==> src/usb_cfg_pkg.sv <==
package usb_cfg_pkg;
    // Register indices (printed offsets; byte address is index * 4)
    localparam logic [15:0] idx_frame_low = 16'hc7d8;
    localparam logic [15:0] idx_frame_high = 16'hc7d9;
    localparam logic [15:0] idx_dev_addr = 16'hc7db;
    localparam logic [15:0] idx_pairing = 16'hc7dd;
    localparam logic [15:0] idx_bulk_in = 16'hc7de;
    localparam logic [15:0] idx_bulk_out = 16'hc7df;
    localparam logic [15:0] idx_iso_in = 16'hc7e0;
    localparam logic [15:0] idx_iso_out = 16'hc7e1;
    localparam logic [15:0] idx_setup_base = 16'hc7e8;
    localparam logic [15:0] idx_iso_rx_base = 16'hc7f0;
    localparam logic [15:0] idx_iso_tx_base = 16'hc7f8;

    localparam int frame_w = 11;
    localparam logic [10:0] frame_max = 11'h3ff;
    localparam logic [10:0] frame_zero = 11'h000;
    localparam int zlp_bit = 7;
    localparam int pair_rx45_bit = 4;
    localparam int pair_rx23_bit = 3;
    localparam int pair_tx67_bit = 2;
    localparam int pair_tx45_bit = 1;
    localparam int pair_tx23_bit = 0;
    localparam logic [7:0] pair_mask = 8'h9f;
    localparam logic [7:0] bulk_mask = 8'h3e;
    localparam logic [7:0] bulk_fixed = 8'h01;
    localparam logic [7:0] iso_act_mask = 8'h01;
    localparam logic [7:0] base_mask = 8'hfc;
    localparam logic [7:0] reg_reset = 8'h00;
    localparam logic [6:0] addr_none = 7'h00;
    localparam logic [3:0] iso_ep = 4'h8;
    localparam logic [3:0] ep_zero = 4'h0;

    typedef enum logic [1:0] {
        pid_out = 2'h0,
        pid_in = 2'h1,
        pid_setup = 2'h2
    } token_kind_t;

    typedef struct packed {
        logic valid;
        token_kind_t kind;
        logic [6:0] addr;
        logic [3:0] endp;
        logic buf_empty;
    } token_t;

    typedef struct packed {
        logic respond;
        logic zero_len;
    } reply_t;

    typedef struct packed {
        logic [7:0] pairing;
        logic [7:0] bulk_in;
        logic [7:0] bulk_out;
        logic [7:0] iso_in;
        logic [7:0] iso_out;
        logic [7:0] iso_rx_base;
        logic [7:0] iso_tx_base;
    } cfg_t;
endpackage

==> src/usb_endpoint_config.sv <==
// Implementation choice: the Avalon-MM slave port.
module usb_endpoint_config (
    // Clock and reset
    input wire logic clock,
    input wire logic nrst,
    // Avalon-MM slave
    input wire logic [17:0] address,
    input wire logic read,
    input wire logic write,
    input wire logic [31:0] writedata,
    input wire logic [3:0] byteenable,
    output logic [31:0] readdata,
    output logic waitrequest,
    // Packet capture strobes
    input wire logic sof_done,
    input wire logic [10:0] sof_frame,
    input wire logic setup_done,
    input wire logic [63:0] setup_data,
    input wire logic addr_load,
    input wire logic [6:0] addr_value,
    // Token decoder
    input wire usb_cfg_pkg::token_t token,
    output usb_cfg_pkg::reply_t reply,
    // Steering outputs
    output usb_cfg_pkg::cfg_t cfg
);
    typedef struct packed {
        logic [10:0] frame;
        logic [6:0] dev_addr;
        logic [63:0] setup;
        usb_cfg_pkg::cfg_t cfg;
        logic [31:0] rdata;
        logic ack;
        usb_cfg_pkg::reply_t reply;
    } state_t;

    state_t st_ff;
    state_t nxt_st;
    logic [15:0] idx;
    logic hit;
    logic [7:0] rbyte;

    function automatic logic ep_active(input logic [7:0] r,
                                       input logic [3:0] ep);
        ep_active = (ep == usb_cfg_pkg::ep_zero) ? 1'b1 : r[ep[2:0]];
    endfunction

    function automatic logic [7:0] merge(input logic [7:0] old,
                                         input logic [7:0] wd,
                                         input logic [7:0] keep,
                                         input logic [7:0] fixed);
        merge = (wd & keep) | fixed;
    endfunction

    assign idx = address[17:2];

    always_comb begin
        hit = 1'b1;
        rbyte = usb_cfg_pkg::reg_reset;
        unique case (idx)
            usb_cfg_pkg::idx_frame_low: rbyte = st_ff.frame[7:0];
            usb_cfg_pkg::idx_frame_high:
                rbyte = {5'h00, st_ff.frame[10:8]};
            usb_cfg_pkg::idx_dev_addr: rbyte = {1'b0, st_ff.dev_addr};
            usb_cfg_pkg::idx_pairing: rbyte = st_ff.cfg.pairing;
            usb_cfg_pkg::idx_bulk_in: rbyte = st_ff.cfg.bulk_in;
            usb_cfg_pkg::idx_bulk_out: rbyte = st_ff.cfg.bulk_out;
            usb_cfg_pkg::idx_iso_in: rbyte = st_ff.cfg.iso_in;
            usb_cfg_pkg::idx_iso_out: rbyte = st_ff.cfg.iso_out;
            usb_cfg_pkg::idx_iso_rx_base: rbyte = st_ff.cfg.iso_rx_base;
            usb_cfg_pkg::idx_iso_tx_base: rbyte = st_ff.cfg.iso_tx_base;
            default: begin
                if (idx[15:3] == usb_cfg_pkg::idx_setup_base[15:3]) begin
                    rbyte = st_ff.setup[idx[2:0]*8 +: 8];
                end else begin
                    hit = 1'b0;
                end
            end
        endcase
    end

    always_comb begin
        logic wr;
        logic match;
        logic act;
        wr = 1'b0;
        match = 1'b0;
        act = 1'b0;
        nxt_st = st_ff;
        // Bus: one wait cycle, then answer
        nxt_st.ack = (read | write) & ~st_ff.ack;
        // Write lands at the edge where waitrequest is seen low
        wr = write & st_ff.ack & byteenable[0];
        if (read & ~st_ff.ack) begin
            nxt_st.rdata = {24'h000000, rbyte};
        end
        if (wr && hit) begin
            unique case (idx)
                usb_cfg_pkg::idx_pairing: nxt_st.cfg.pairing = merge(
                    st_ff.cfg.pairing, writedata[7:0],
                    usb_cfg_pkg::pair_mask, 8'h00);
                usb_cfg_pkg::idx_bulk_in: nxt_st.cfg.bulk_in = merge(
                    st_ff.cfg.bulk_in, writedata[7:0],
                    usb_cfg_pkg::bulk_mask,
                    usb_cfg_pkg::bulk_fixed);
                usb_cfg_pkg::idx_bulk_out: nxt_st.cfg.bulk_out = merge(
                    st_ff.cfg.bulk_out, writedata[7:0],
                    usb_cfg_pkg::bulk_mask,
                    usb_cfg_pkg::bulk_fixed);
                usb_cfg_pkg::idx_iso_in: nxt_st.cfg.iso_in = merge(
                    st_ff.cfg.iso_in, writedata[7:0],
                    usb_cfg_pkg::iso_act_mask, 8'h00);
                usb_cfg_pkg::idx_iso_out: nxt_st.cfg.iso_out = merge(
                    st_ff.cfg.iso_out, writedata[7:0],
                    usb_cfg_pkg::iso_act_mask, 8'h00);
                usb_cfg_pkg::idx_iso_rx_base: nxt_st.cfg.iso_rx_base = merge(
                    st_ff.cfg.iso_rx_base, writedata[7:0],
                    usb_cfg_pkg::base_mask, 8'h00);
                usb_cfg_pkg::idx_iso_tx_base: nxt_st.cfg.iso_tx_base = merge(
                    st_ff.cfg.iso_tx_base, writedata[7:0],
                    usb_cfg_pkg::base_mask, 8'h00);
                default: ;
            endcase
        end
        // Whole-packet capture only
        if (sof_done) begin
            nxt_st.frame = (sof_frame > usb_cfg_pkg::frame_max) ?
                usb_cfg_pkg::frame_zero : sof_frame;
        end
        if (setup_done) begin
            nxt_st.setup = setup_data;
        end
        if (addr_load) begin
            nxt_st.dev_addr = addr_value;
        end
        // Token filter
        match = token.addr == st_ff.dev_addr;
        if (token.endp == usb_cfg_pkg::iso_ep) begin
            act = (token.kind == usb_cfg_pkg::pid_in) ?
                st_ff.cfg.iso_in[0] : st_ff.cfg.iso_out[0];
        end else if (token.kind == usb_cfg_pkg::pid_in) begin
            act = ep_active(st_ff.cfg.bulk_in, token.endp);
        end else begin
            act = ep_active(st_ff.cfg.bulk_out, token.endp);
        end
        nxt_st.reply.respond = token.valid & match & act;
        nxt_st.reply.zero_len = 1'b0;
        if (token.valid && match && act &&
            token.endp == usb_cfg_pkg::iso_ep &&
            token.kind == usb_cfg_pkg::pid_in && token.buf_empty) begin
            nxt_st.reply.respond = st_ff.cfg.pairing[usb_cfg_pkg::zlp_bit];
            nxt_st.reply.zero_len =
                st_ff.cfg.pairing[usb_cfg_pkg::zlp_bit];
        end
    end

    always_ff @(posedge clock or negedge nrst) begin
        if (!nrst) begin
            st_ff <= '0;
            st_ff.cfg.bulk_in <= usb_cfg_pkg::bulk_fixed;
            st_ff.cfg.bulk_out <= usb_cfg_pkg::bulk_fixed;
        end else begin
            st_ff <= nxt_st;
        end
    end

    assign readdata = st_ff.rdata;
    assign waitrequest = ~st_ff.ack;
    assign reply = st_ff.reply;
    assign cfg = st_ff.cfg;

    a_ack_after_req: assert property (
        @(posedge clock) disable iff (!nrst)
        (read | write) && waitrequest |=> !waitrequest)
        else $error("bus request not answered in one cycle");
    a_ack_one_cycle: assert property (
        @(posedge clock) disable iff (!nrst)
        !waitrequest |=> waitrequest)
        else $error("bus answer held too long");
    a_ack_no_request: assert property (
        @(posedge clock) disable iff (!nrst)
        !read && !write && waitrequest |=> waitrequest)
        else $error("bus answer without request");
    a_read_upper_zero: assert property (
        @(posedge clock) disable iff (!nrst)
        read && waitrequest |=> readdata[31:8] == 24'h000000)
        else $error("read data upper bytes not zero");
    a_unmapped_read: assert property (
        @(posedge clock) disable iff (!nrst)
        read && waitrequest && !hit |=> readdata == 32'h00000000)
        else $error("unmapped read not zero");

    a_frame_capture: assert property (
        @(posedge clock) disable iff (!nrst)
        sof_done && sof_frame <= usb_cfg_pkg::frame_max
        |=> st_ff.frame == $past(sof_frame))
        else $error("frame count not captured");
    a_frame_low_read: assert property (
        @(posedge clock) disable iff (!nrst)
        read && waitrequest && idx == usb_cfg_pkg::idx_frame_low
        |=> readdata[7:0] == $past(st_ff.frame[7:0]))
        else $error("frame count low byte misread");
    a_frame_high_read: assert property (
        @(posedge clock) disable iff (!nrst)
        read && waitrequest && idx == usb_cfg_pkg::idx_frame_high
        |=> readdata[7:0] == {5'h00, $past(st_ff.frame[10:8])})
        else $error("frame count high byte misread");
    a_frame_overflow: assert property (
        @(posedge clock) disable iff (!nrst)
        sof_done && sof_frame > usb_cfg_pkg::frame_max
        |=> st_ff.frame == usb_cfg_pkg::frame_zero)
        else $error("frame count beyond range not zeroed");
    a_frame_wrap: assert property (
        @(posedge clock) disable iff (!nrst)
        st_ff.frame <= usb_cfg_pkg::frame_max)
        else $error("frame count beyond 3ff");
    a_frame_hold: assert property (
        @(posedge clock) disable iff (!nrst)
        !sof_done |=> st_ff.frame == $past(st_ff.frame))
        else $error("frame count changed without SOF");

    a_addr_capture: assert property (
        @(posedge clock) disable iff (!nrst)
        addr_load |=> st_ff.dev_addr == $past(addr_value))
        else $error("device address not captured");
    a_addr_hold: assert property (
        @(posedge clock) disable iff (!nrst)
        !addr_load |=> st_ff.dev_addr == $past(st_ff.dev_addr))
        else $error("device address changed without load");
    a_addr_read: assert property (
        @(posedge clock) disable iff (!nrst)
        read && waitrequest && idx == usb_cfg_pkg::idx_dev_addr
        |=> readdata[7:0] == {1'b0, $past(st_ff.dev_addr)})
        else $error("device address misread");
    a_addr_filter: assert property (
        @(posedge clock) disable iff (!nrst)
        token.valid && token.addr != st_ff.dev_addr && !addr_load
        |=> !reply.respond)
        else $error("foreign address answered");
    a_addr_match: assert property (
        @(posedge clock) disable iff (!nrst)
        reply.respond
        |-> $past(token.valid) &&
            $past(token.addr) == $past(st_ff.dev_addr))
        else $error("reply without matching address");

    a_iso_zlp: assert property (
        @(posedge clock) disable iff (!nrst)
        reply.zero_len |-> cfg.pairing[usb_cfg_pkg::zlp_bit])
        else $error("zero-length sent with option off");
    a_zlp_respond: assert property (
        @(posedge clock) disable iff (!nrst)
        reply.zero_len |-> reply.respond)
        else $error("zero-length flag without reply");
    a_zlp_empty: assert property (
        @(posedge clock) disable iff (!nrst)
        reply.zero_len
        |-> $past(token.buf_empty) &&
            $past(token.endp) == usb_cfg_pkg::iso_ep &&
            $past(token.kind) == usb_cfg_pkg::pid_in)
        else $error("zero-length outside empty iso IN");
    a_iso_silent: assert property (
        @(posedge clock) disable iff (!nrst)
        token.valid && token.buf_empty &&
        token.endp == usb_cfg_pkg::iso_ep &&
        token.kind == usb_cfg_pkg::pid_in &&
        !cfg.pairing[usb_cfg_pkg::zlp_bit]
        |=> !reply.respond)
        else $error("empty iso IN answered with option off");

    a_pair_upper: assert property (
        @(posedge clock) disable iff (!nrst)
        cfg.pairing[6:5] == 2'h0)
        else $error("unused pairing bits set");
    a_pair_write: assert property (
        @(posedge clock) disable iff (!nrst)
        write && !waitrequest && byteenable[0] &&
        idx == usb_cfg_pkg::idx_pairing
        |=> cfg.pairing ==
            ($past(writedata[7:0]) & usb_cfg_pkg::pair_mask))
        else $error("pairing write not stored");

    a_bulk_in_fixed: assert property (
        @(posedge clock) disable iff (!nrst)
        cfg.bulk_in[0] && cfg.bulk_in[7:6] == 2'h0)
        else $error("fixed IN active bits wrong");
    a_bulk_out_fixed: assert property (
        @(posedge clock) disable iff (!nrst)
        cfg.bulk_out[0] && cfg.bulk_out[7:6] == 2'h0)
        else $error("fixed OUT active bits wrong");
    a_bulk_in_write: assert property (
        @(posedge clock) disable iff (!nrst)
        write && !waitrequest && byteenable[0] &&
        idx == usb_cfg_pkg::idx_bulk_in
        |=> cfg.bulk_in == (($past(writedata[7:0]) &
            usb_cfg_pkg::bulk_mask) | usb_cfg_pkg::bulk_fixed))
        else $error("IN active write not stored");
    a_bulk_out_write: assert property (
        @(posedge clock) disable iff (!nrst)
        write && !waitrequest && byteenable[0] &&
        idx == usb_cfg_pkg::idx_bulk_out
        |=> cfg.bulk_out == (($past(writedata[7:0]) &
            usb_cfg_pkg::bulk_mask) | usb_cfg_pkg::bulk_fixed))
        else $error("OUT active write not stored");
    a_bulk_in_idle: assert property (
        @(posedge clock) disable iff (!nrst)
        token.valid && token.kind == usb_cfg_pkg::pid_in &&
        !token.endp[3] && token.endp != usb_cfg_pkg::ep_zero &&
        !cfg.bulk_in[token.endp[2:0]]
        |=> !reply.respond)
        else $error("inactive IN endpoint answered");
    a_bulk_out_idle: assert property (
        @(posedge clock) disable iff (!nrst)
        token.valid && token.kind != usb_cfg_pkg::pid_in &&
        !token.endp[3] && token.endp != usb_cfg_pkg::ep_zero &&
        !cfg.bulk_out[token.endp[2:0]]
        |=> !reply.respond)
        else $error("inactive OUT endpoint answered");

    a_iso_in_bits: assert property (
        @(posedge clock) disable iff (!nrst)
        cfg.iso_in[7:1] == 7'h00)
        else $error("iso IN active upper bits set");
    a_iso_out_bits: assert property (
        @(posedge clock) disable iff (!nrst)
        cfg.iso_out[7:1] == 7'h00)
        else $error("iso OUT active upper bits set");
    a_iso_in_idle: assert property (
        @(posedge clock) disable iff (!nrst)
        token.valid && token.endp == usb_cfg_pkg::iso_ep &&
        token.kind == usb_cfg_pkg::pid_in && !cfg.iso_in[0]
        |=> !reply.respond)
        else $error("inactive iso IN answered");
    a_iso_out_idle: assert property (
        @(posedge clock) disable iff (!nrst)
        token.valid && token.endp == usb_cfg_pkg::iso_ep &&
        token.kind != usb_cfg_pkg::pid_in && !cfg.iso_out[0]
        |=> !reply.respond)
        else $error("inactive iso OUT answered");

    a_setup_capture: assert property (
        @(posedge clock) disable iff (!nrst)
        setup_done |=> st_ff.setup == $past(setup_data))
        else $error("setup bytes not captured");
    a_setup_read: assert property (
        @(posedge clock) disable iff (!nrst)
        read && waitrequest &&
        idx[15:3] == usb_cfg_pkg::idx_setup_base[15:3]
        |=> readdata[7:0] == $past(st_ff.setup[idx[2:0]*8 +: 8]))
        else $error("setup byte misread");
    a_setup_hold: assert property (
        @(posedge clock) disable iff (!nrst)
        !setup_done |=> st_ff.setup == $past(st_ff.setup))
        else $error("setup buffer changed mid packet");

    a_rx_base_low: assert property (
        @(posedge clock) disable iff (!nrst)
        cfg.iso_rx_base[1:0] == 2'h0)
        else $error("iso OUT base low bits set");
    a_tx_base_low: assert property (
        @(posedge clock) disable iff (!nrst)
        cfg.iso_tx_base[1:0] == 2'h0)
        else $error("iso IN base low bits set");
    a_rx_base_write: assert property (
        @(posedge clock) disable iff (!nrst)
        write && !waitrequest && byteenable[0] &&
        idx == usb_cfg_pkg::idx_iso_rx_base
        |=> cfg.iso_rx_base ==
            ($past(writedata[7:0]) & usb_cfg_pkg::base_mask))
        else $error("iso OUT base write not stored");
    a_tx_base_write: assert property (
        @(posedge clock) disable iff (!nrst)
        write && !waitrequest && byteenable[0] &&
        idx == usb_cfg_pkg::idx_iso_tx_base
        |=> cfg.iso_tx_base ==
            ($past(writedata[7:0]) & usb_cfg_pkg::base_mask))
        else $error("iso IN base write not stored");
endmodule

==> config.mk <==
export PLATFORM = sky130hd
export DESIGN_NAME = usb_endpoint_config
export DESIGN_NICKNAME = d
export VERILOG_FILES = /design/src/usb_cfg_pkg.sv /design/src/usb_endpoint_config.sv
export SDC_FILE = /design/constraint.sdc
export NUM_CORES = 1
export LEC_CHECK = 0
export ABC_AREA = 1
export BUFFER_PORTS_ARGS = -buffer_cell sky130_fd_sc_hd__buf_2
export CORE_UTILIZATION = 36
export CTS_CLUSTER_DIAMETER = 200
export DETAILED_ROUTE_END_ITERATION = 10
export GPL_ROUTABILITY_DRIVEN = 0
export PLACE_DENSITY = 0.6
export SLEW_MARGIN = 20
export SYNTH_ARGS = -nofsm -noshare
export SYNTH_HDL_FRONTEND = slang
export SYNTH_SLANG_ARGS = --single-unit
==> constraint.sdc <==
create_clock -name clock -period 4.1 [get_ports clock]
set_input_delay 0.205 -clock clock [delete_from_list [all_inputs] [get_ports clock]]
set_output_delay 0.205 -clock clock [all_outputs]
set_load 0.005 [all_outputs]
* Yosys cells after proc, flatten, opt, wreduce, memory -nomap -nowiden
Index checks and enable logic that the tools add are counted.
Operators by class: magnitude comparators 2, equality and inequality tests 14, shifts and indexed selects 1, mux-type cells 15, bitwise logic cells 8, reductions and logical operators 15
Operators by type and width (count):
- == test 16 bit (second input constant) | 10
- case mux 8 bit (10 select lines) | 1
- indexed part select 64 x 7 -> 8 bit | 1
- AND reduction 2 bit | 7
- == test 13 bit (second input constant) | 1
- > comparator 11 x 10 -> 1 bit (second input constant) | 1
- 2-to-1 mux 11 bit | 1
- OR reduction 10 bit | 1
- 2-to-1 mux 1 bit | 9
- 2-to-1 mux 8 bit | 1
- == test 7 bit | 1
- bitwise AND 1 bit | 6
- binary-select mux 1 bit (select 3 bit) | 2
- logical AND 1 bit | 6
- == test 4 bit (second input constant) | 1
- zero test 4 bit | 1
- less-than comparator 3 x 4 -> 1 bit (second input constant) | 1
- == test 2 x 1 -> 1 bit (second input constant) | 1
- 2-to-1 mux 2 bit | 1
- NOT 1 bit | 1
- OR 1 bit | 1
Storage, ports and cells: register bits 123, input port bits 158, output and inout bits 91, word-level logic and storage cells 69

* Longest topological paths before layout
word-level depth 10, depth in mapped cells 14, mapped depth without buffers 12

* Least setup slack after synthesis
OpenSTA, ideal clock, no wires.
kind input to register, start point in address[12], end point reg cfg[33] (netlist name), setup time 0.118 ns, arrival 1.333 ns, required time 3.982 ns, path slack 2.649 ns, cell stages on the path 12, path buffers 2, path through nand2_1 inv_1 nand2_1 nor2_4 buf_4 nand2_1 nand2_1 nor2_1 nand3_4 buf_6 nand4_1 nand2_1
Between the ends: longest elaborated chain between the ends 5, elaborated cells on any way between the ends 16, those cells by class eq/ne (11); mux (2); reduce/logical (3)
RTL lines:
- start: declaration | RTL line usb_endpoint_config.sv:7 | input wire logic [17:0] address,
- == test 16 bit, or another cell as far along | RTL line usb_endpoint_config.sv:60 | unique case (idx)
- OR reduction 10 bit (no line) / 2-to-1 mux 1 bit (equally long branches)
- 2-to-1 mux 1 bit | RTL line usb_endpoint_config.sv:60
- logical AND 1 bit | RTL line usb_endpoint_config.sv:97 | if (wr && hit) begin
- AND reduction 2 bit (no line) *
Every way passes the cells marked *; elsewhere a longest branch is shown, timed or not. A chain may end at the register's enable or synchronous reset.

* Worst setup path after layout
start point in address[14], end point reg cfg[45] (netlist name)
Between the ends: longest elaborated chain between the ends 5, elaborated cells on any way between the ends 16, those cells by class eq/ne (11); mux (2); reduce/logical (3)
RTL lines (RTL line):
- == test 16 bit, or another cell as far along | usb_endpoint_config.sv:60
- OR reduction 10 bit (no line) / 2-to-1 mux 1 bit (equally long branches)
- 2-to-1 mux 1 bit | usb_endpoint_config.sv:60
- logical AND 1 bit | usb_endpoint_config.sv:97
- AND reduction 2 bit (no line) *
Marked as above.

==> flow_metrics.py <==
metrics = {
    "run_status": {
        "outcome": "completed",
    },
    "routing": {
        "vias_per_cell": 4.74,
        "drt_iter0_markers": 418,
        "ant_nets": 0,
        "wl_per_cell_um": 14.9,
        "drt-total-wl_um": 18600,
        "drc": 0,
        "num_vias": 5918,
        "drt-pass1-iter-count": 5,
    },
    "setup_path": {
        "critPathCaptureType": "register",
        "r2r_start": "st_ff[2]$_DFF_PN0_",
        "worstSetupEndpoint": "cfg[45]$_DFFE_PN0P_",
        "arrival_ps": 2400,
        "timing.rr.end": "cfg[45]$_DFFE_PN0P_",
        "critPathRequiredTime_ps": 4410,
        "crit_type": "in2reg",
        "r2r_cells": 5,
        "critPathLaunchType": "input port",
        "crit_fanout": 37,
        "r2r_slack_ps": 2480,
        "crit_start": "address[14]",
    },
    "global_routing": {
        "grt_pass1_wl_um": 29200,
        "antenna_found_initial": 0,
        "gr-total-overflow": 0,
        "grt_pass1_vias": 5476,
        "grt_start_max_net_pins": 74,
        "grtUsageTotal_pct": 19.5,
    },
    "sta": {
        "worst_pin_slew_ps": 888,
        "clock_skew_ps": 8.80,
        "hold_slack_ps": 4.95,
        "post-route-period-util_pct": 51.1,
        "slew_violations": 0,
        "relSlewSlack_pct": 40.8,
        "timing.fmax_ghz": 0.477,
        "fin_crit_ps": 2100,
        "rsz0062_at_grt": "no",
        "fin_setup_tns_ps": 0,
        "finalHoldViolCount": 0,
        "setup_viol": 0,
    },
    "clock_network": {
        "post_cts_buffers": 0,
        "cts_root_buf": "clkbuf_16",
        "worstSkewPairLatency_ps": 420,
        "ctsHoldBuffers": 23,
        "cts_sinks": 123,
        "clock_path_buffers": 2,
        "cts_buffers": 17,
        "cts-resized-gates": 0,
        "cts_tree": "built",
        "cts-htree-levels": 4,
        "clk_pin_slew_worst_paths_ps": 60,
    },
    "run": {
        "cap_violations": 0,
    },
    "logic_synthesis": {
        "ys_seq_area_share_pct": 44.6,
        "synth_warnings": 0,
        "ys_seq_elements": 123,
        "synth_area_mm2": 0.00690,
        "synthDistinctLibCells": 33,
        "postSynthCellCount": 856,
        "syn_avg_cell_area_um2": 8.06,
    },
    "pwr": {
        "ir_worst_vdd_mv": 0.272,
        "leakage_nw": 4.38,
        "power_density_mw_per_mm2": 390,
    },
    "die": {
        "fp.dieH_um": 140,
        "num_rows": 50,
        "core-area_mm2": 0.0188,
        "ios": 249,
        "die_area_mm2": 0.0197,
        "start_util_pct": 36.8,
        "die_w_um": 140,
    },
    "placement": {
        "dp_hpwl_um": 13600,
        "place_area_mm2": 0.00745,
        "numPortBuffers": 169,
    },
    "final_layout": {
        "design_area_mm2": 0.00831,
        "antennaDiodeCount": 0,
        "area_delta_synth_final_pct": 20.5,
        "n_fill_cell": 1869,
        "nets": 1162,
        "drive_gt1_share_pct": 26.3,
    },
    "worst_hold_path": {
        "hp-class": "in2reg",
    },
}
==> where the power goes <==
part	total [mW]	internal (mW)	switching, mW	leakage [nW]
combinational	0.347	0.143	0.203	2.53
sequential	1.32	1.29	0.0313	1.56
clock	1.57	1.04	0.534	0.296
total	3.24	2.47	0.768	4.38
==> state kept, by name (all words and copies together) (netlist names) <==
name	cells
st_ff	83
readdata	8
reply	2
cfg	30
==> metal layers <==
layer  share of wire (%)  GRT usage (%)  up-vias
li1                    -              -     2936
met1                  48           27.2     2762
met5                   0              0        -
met2                  46           30.6      210
met3                 5.2           4.17       10
met4                0.83           5.21        0
==> how the worst min path moves through the flow <==
stage	start	to	slack (ps)	depth (start not counted)
CTS	addr_value[6]	st_ff[161]$_DFFE_PN0P_	0.6	3
global route	setup_data[61]	st_ff[152]$_DFFE_PN0P_	0.06	2
floorplan	nrst	cfg[10]$_DFFE_PN0P_	-90	0
global placement	nrst	cfg[44]$_DFFE_PN0P_	380	1
finish	setup_data[0]	st_ff[91]$_DFFE_PN0P_	5	3
detailed placement	nrst	cfg[41]$_DFFE_PN0P_	380	1
==> final cells by class <==
cell class / count / area (um2) / share of cell area, %
multi-input combinational: 580 / 2890 / 34.7
clock inverter: 8 / 143 / 1.72
clock buffer: 22 / 464 / 5.58
tap: 234 / 293 / 3.52
inverter: 83 / 312 / 3.75
sequential: 123 / 3080 / 37.0
timing repair buffer: 199 / 1140 / 13.7
==> Yosys cell counts (all sizes together) <==
master   count  area [um2]
and2         1        6.26
mux2        37         417
o22ai        8        50.1
o2111ai      3        26.3
xor2         2        17.5
a22oi        1        7.51
o21ai       63         315
nand2      227         865
or2          3        18.8
inv         82         308
nor3         5        30.0
clkbuf      18        67.6
dfrtp      123        3080
nand4       42         263
nor2        64         268
buf        100         748
a21oi       18        90.1
conb         2        7.51
o221ai       1        8.76
clkinv       1        3.75
nand3       54         298
nand3b       1        7.51
==> per-stage QoR <==
stage	setup slack (ps)	instances	util (%)	total power, mW
2_1_floorplan	2650	904	-	1.55
3_3_place_gp	1650	1194	39.7	1.67
3_5_place_dp	1610	1194	39.7	1.67
4_1_cts	2050	1247	44.1	3.27
5_1_grt	1790	1249	44.3	3.38
6_report	2000	1249	44.3	3.24
==> cells in the final DEF, fill, tap and decap left out, types with 37 or more instances in the layout <==
cell	count
nand3_1	50
dfrtp_1	123
buf_2	168
nand2_1	222
conb_1	50
nand4_1	42
mux2_2	37
o21ai_0	61
inv_1	73
nor2_1	58
==> kinds of logic (layout without fill, tap and decap cells) <==
kind of cell	count (synthesis)	in the layout	share of synthesized area, %
muxes	37	37	6.04
AOI/OAI and AO/OA	94	94	7.22
and+or+nand+nor	397	397	25.4
other	2	50	0.109
buffers and inverters	201	312	16.3
DFF	123	123	44.6
xor gates and xnor gates	2	2	0.254
==> critical path, stage by stage <==
cell and delay [ps]:
buf_2 110, nor2_1 90, nand2_1 90, nor2_4 630, nand2_2 270, nand2_1 140, nor2_1 70, nand3_4 340
nand3_1 270, nand2_1 130, nand2_1 50
(Power assumes the default switching activity.)
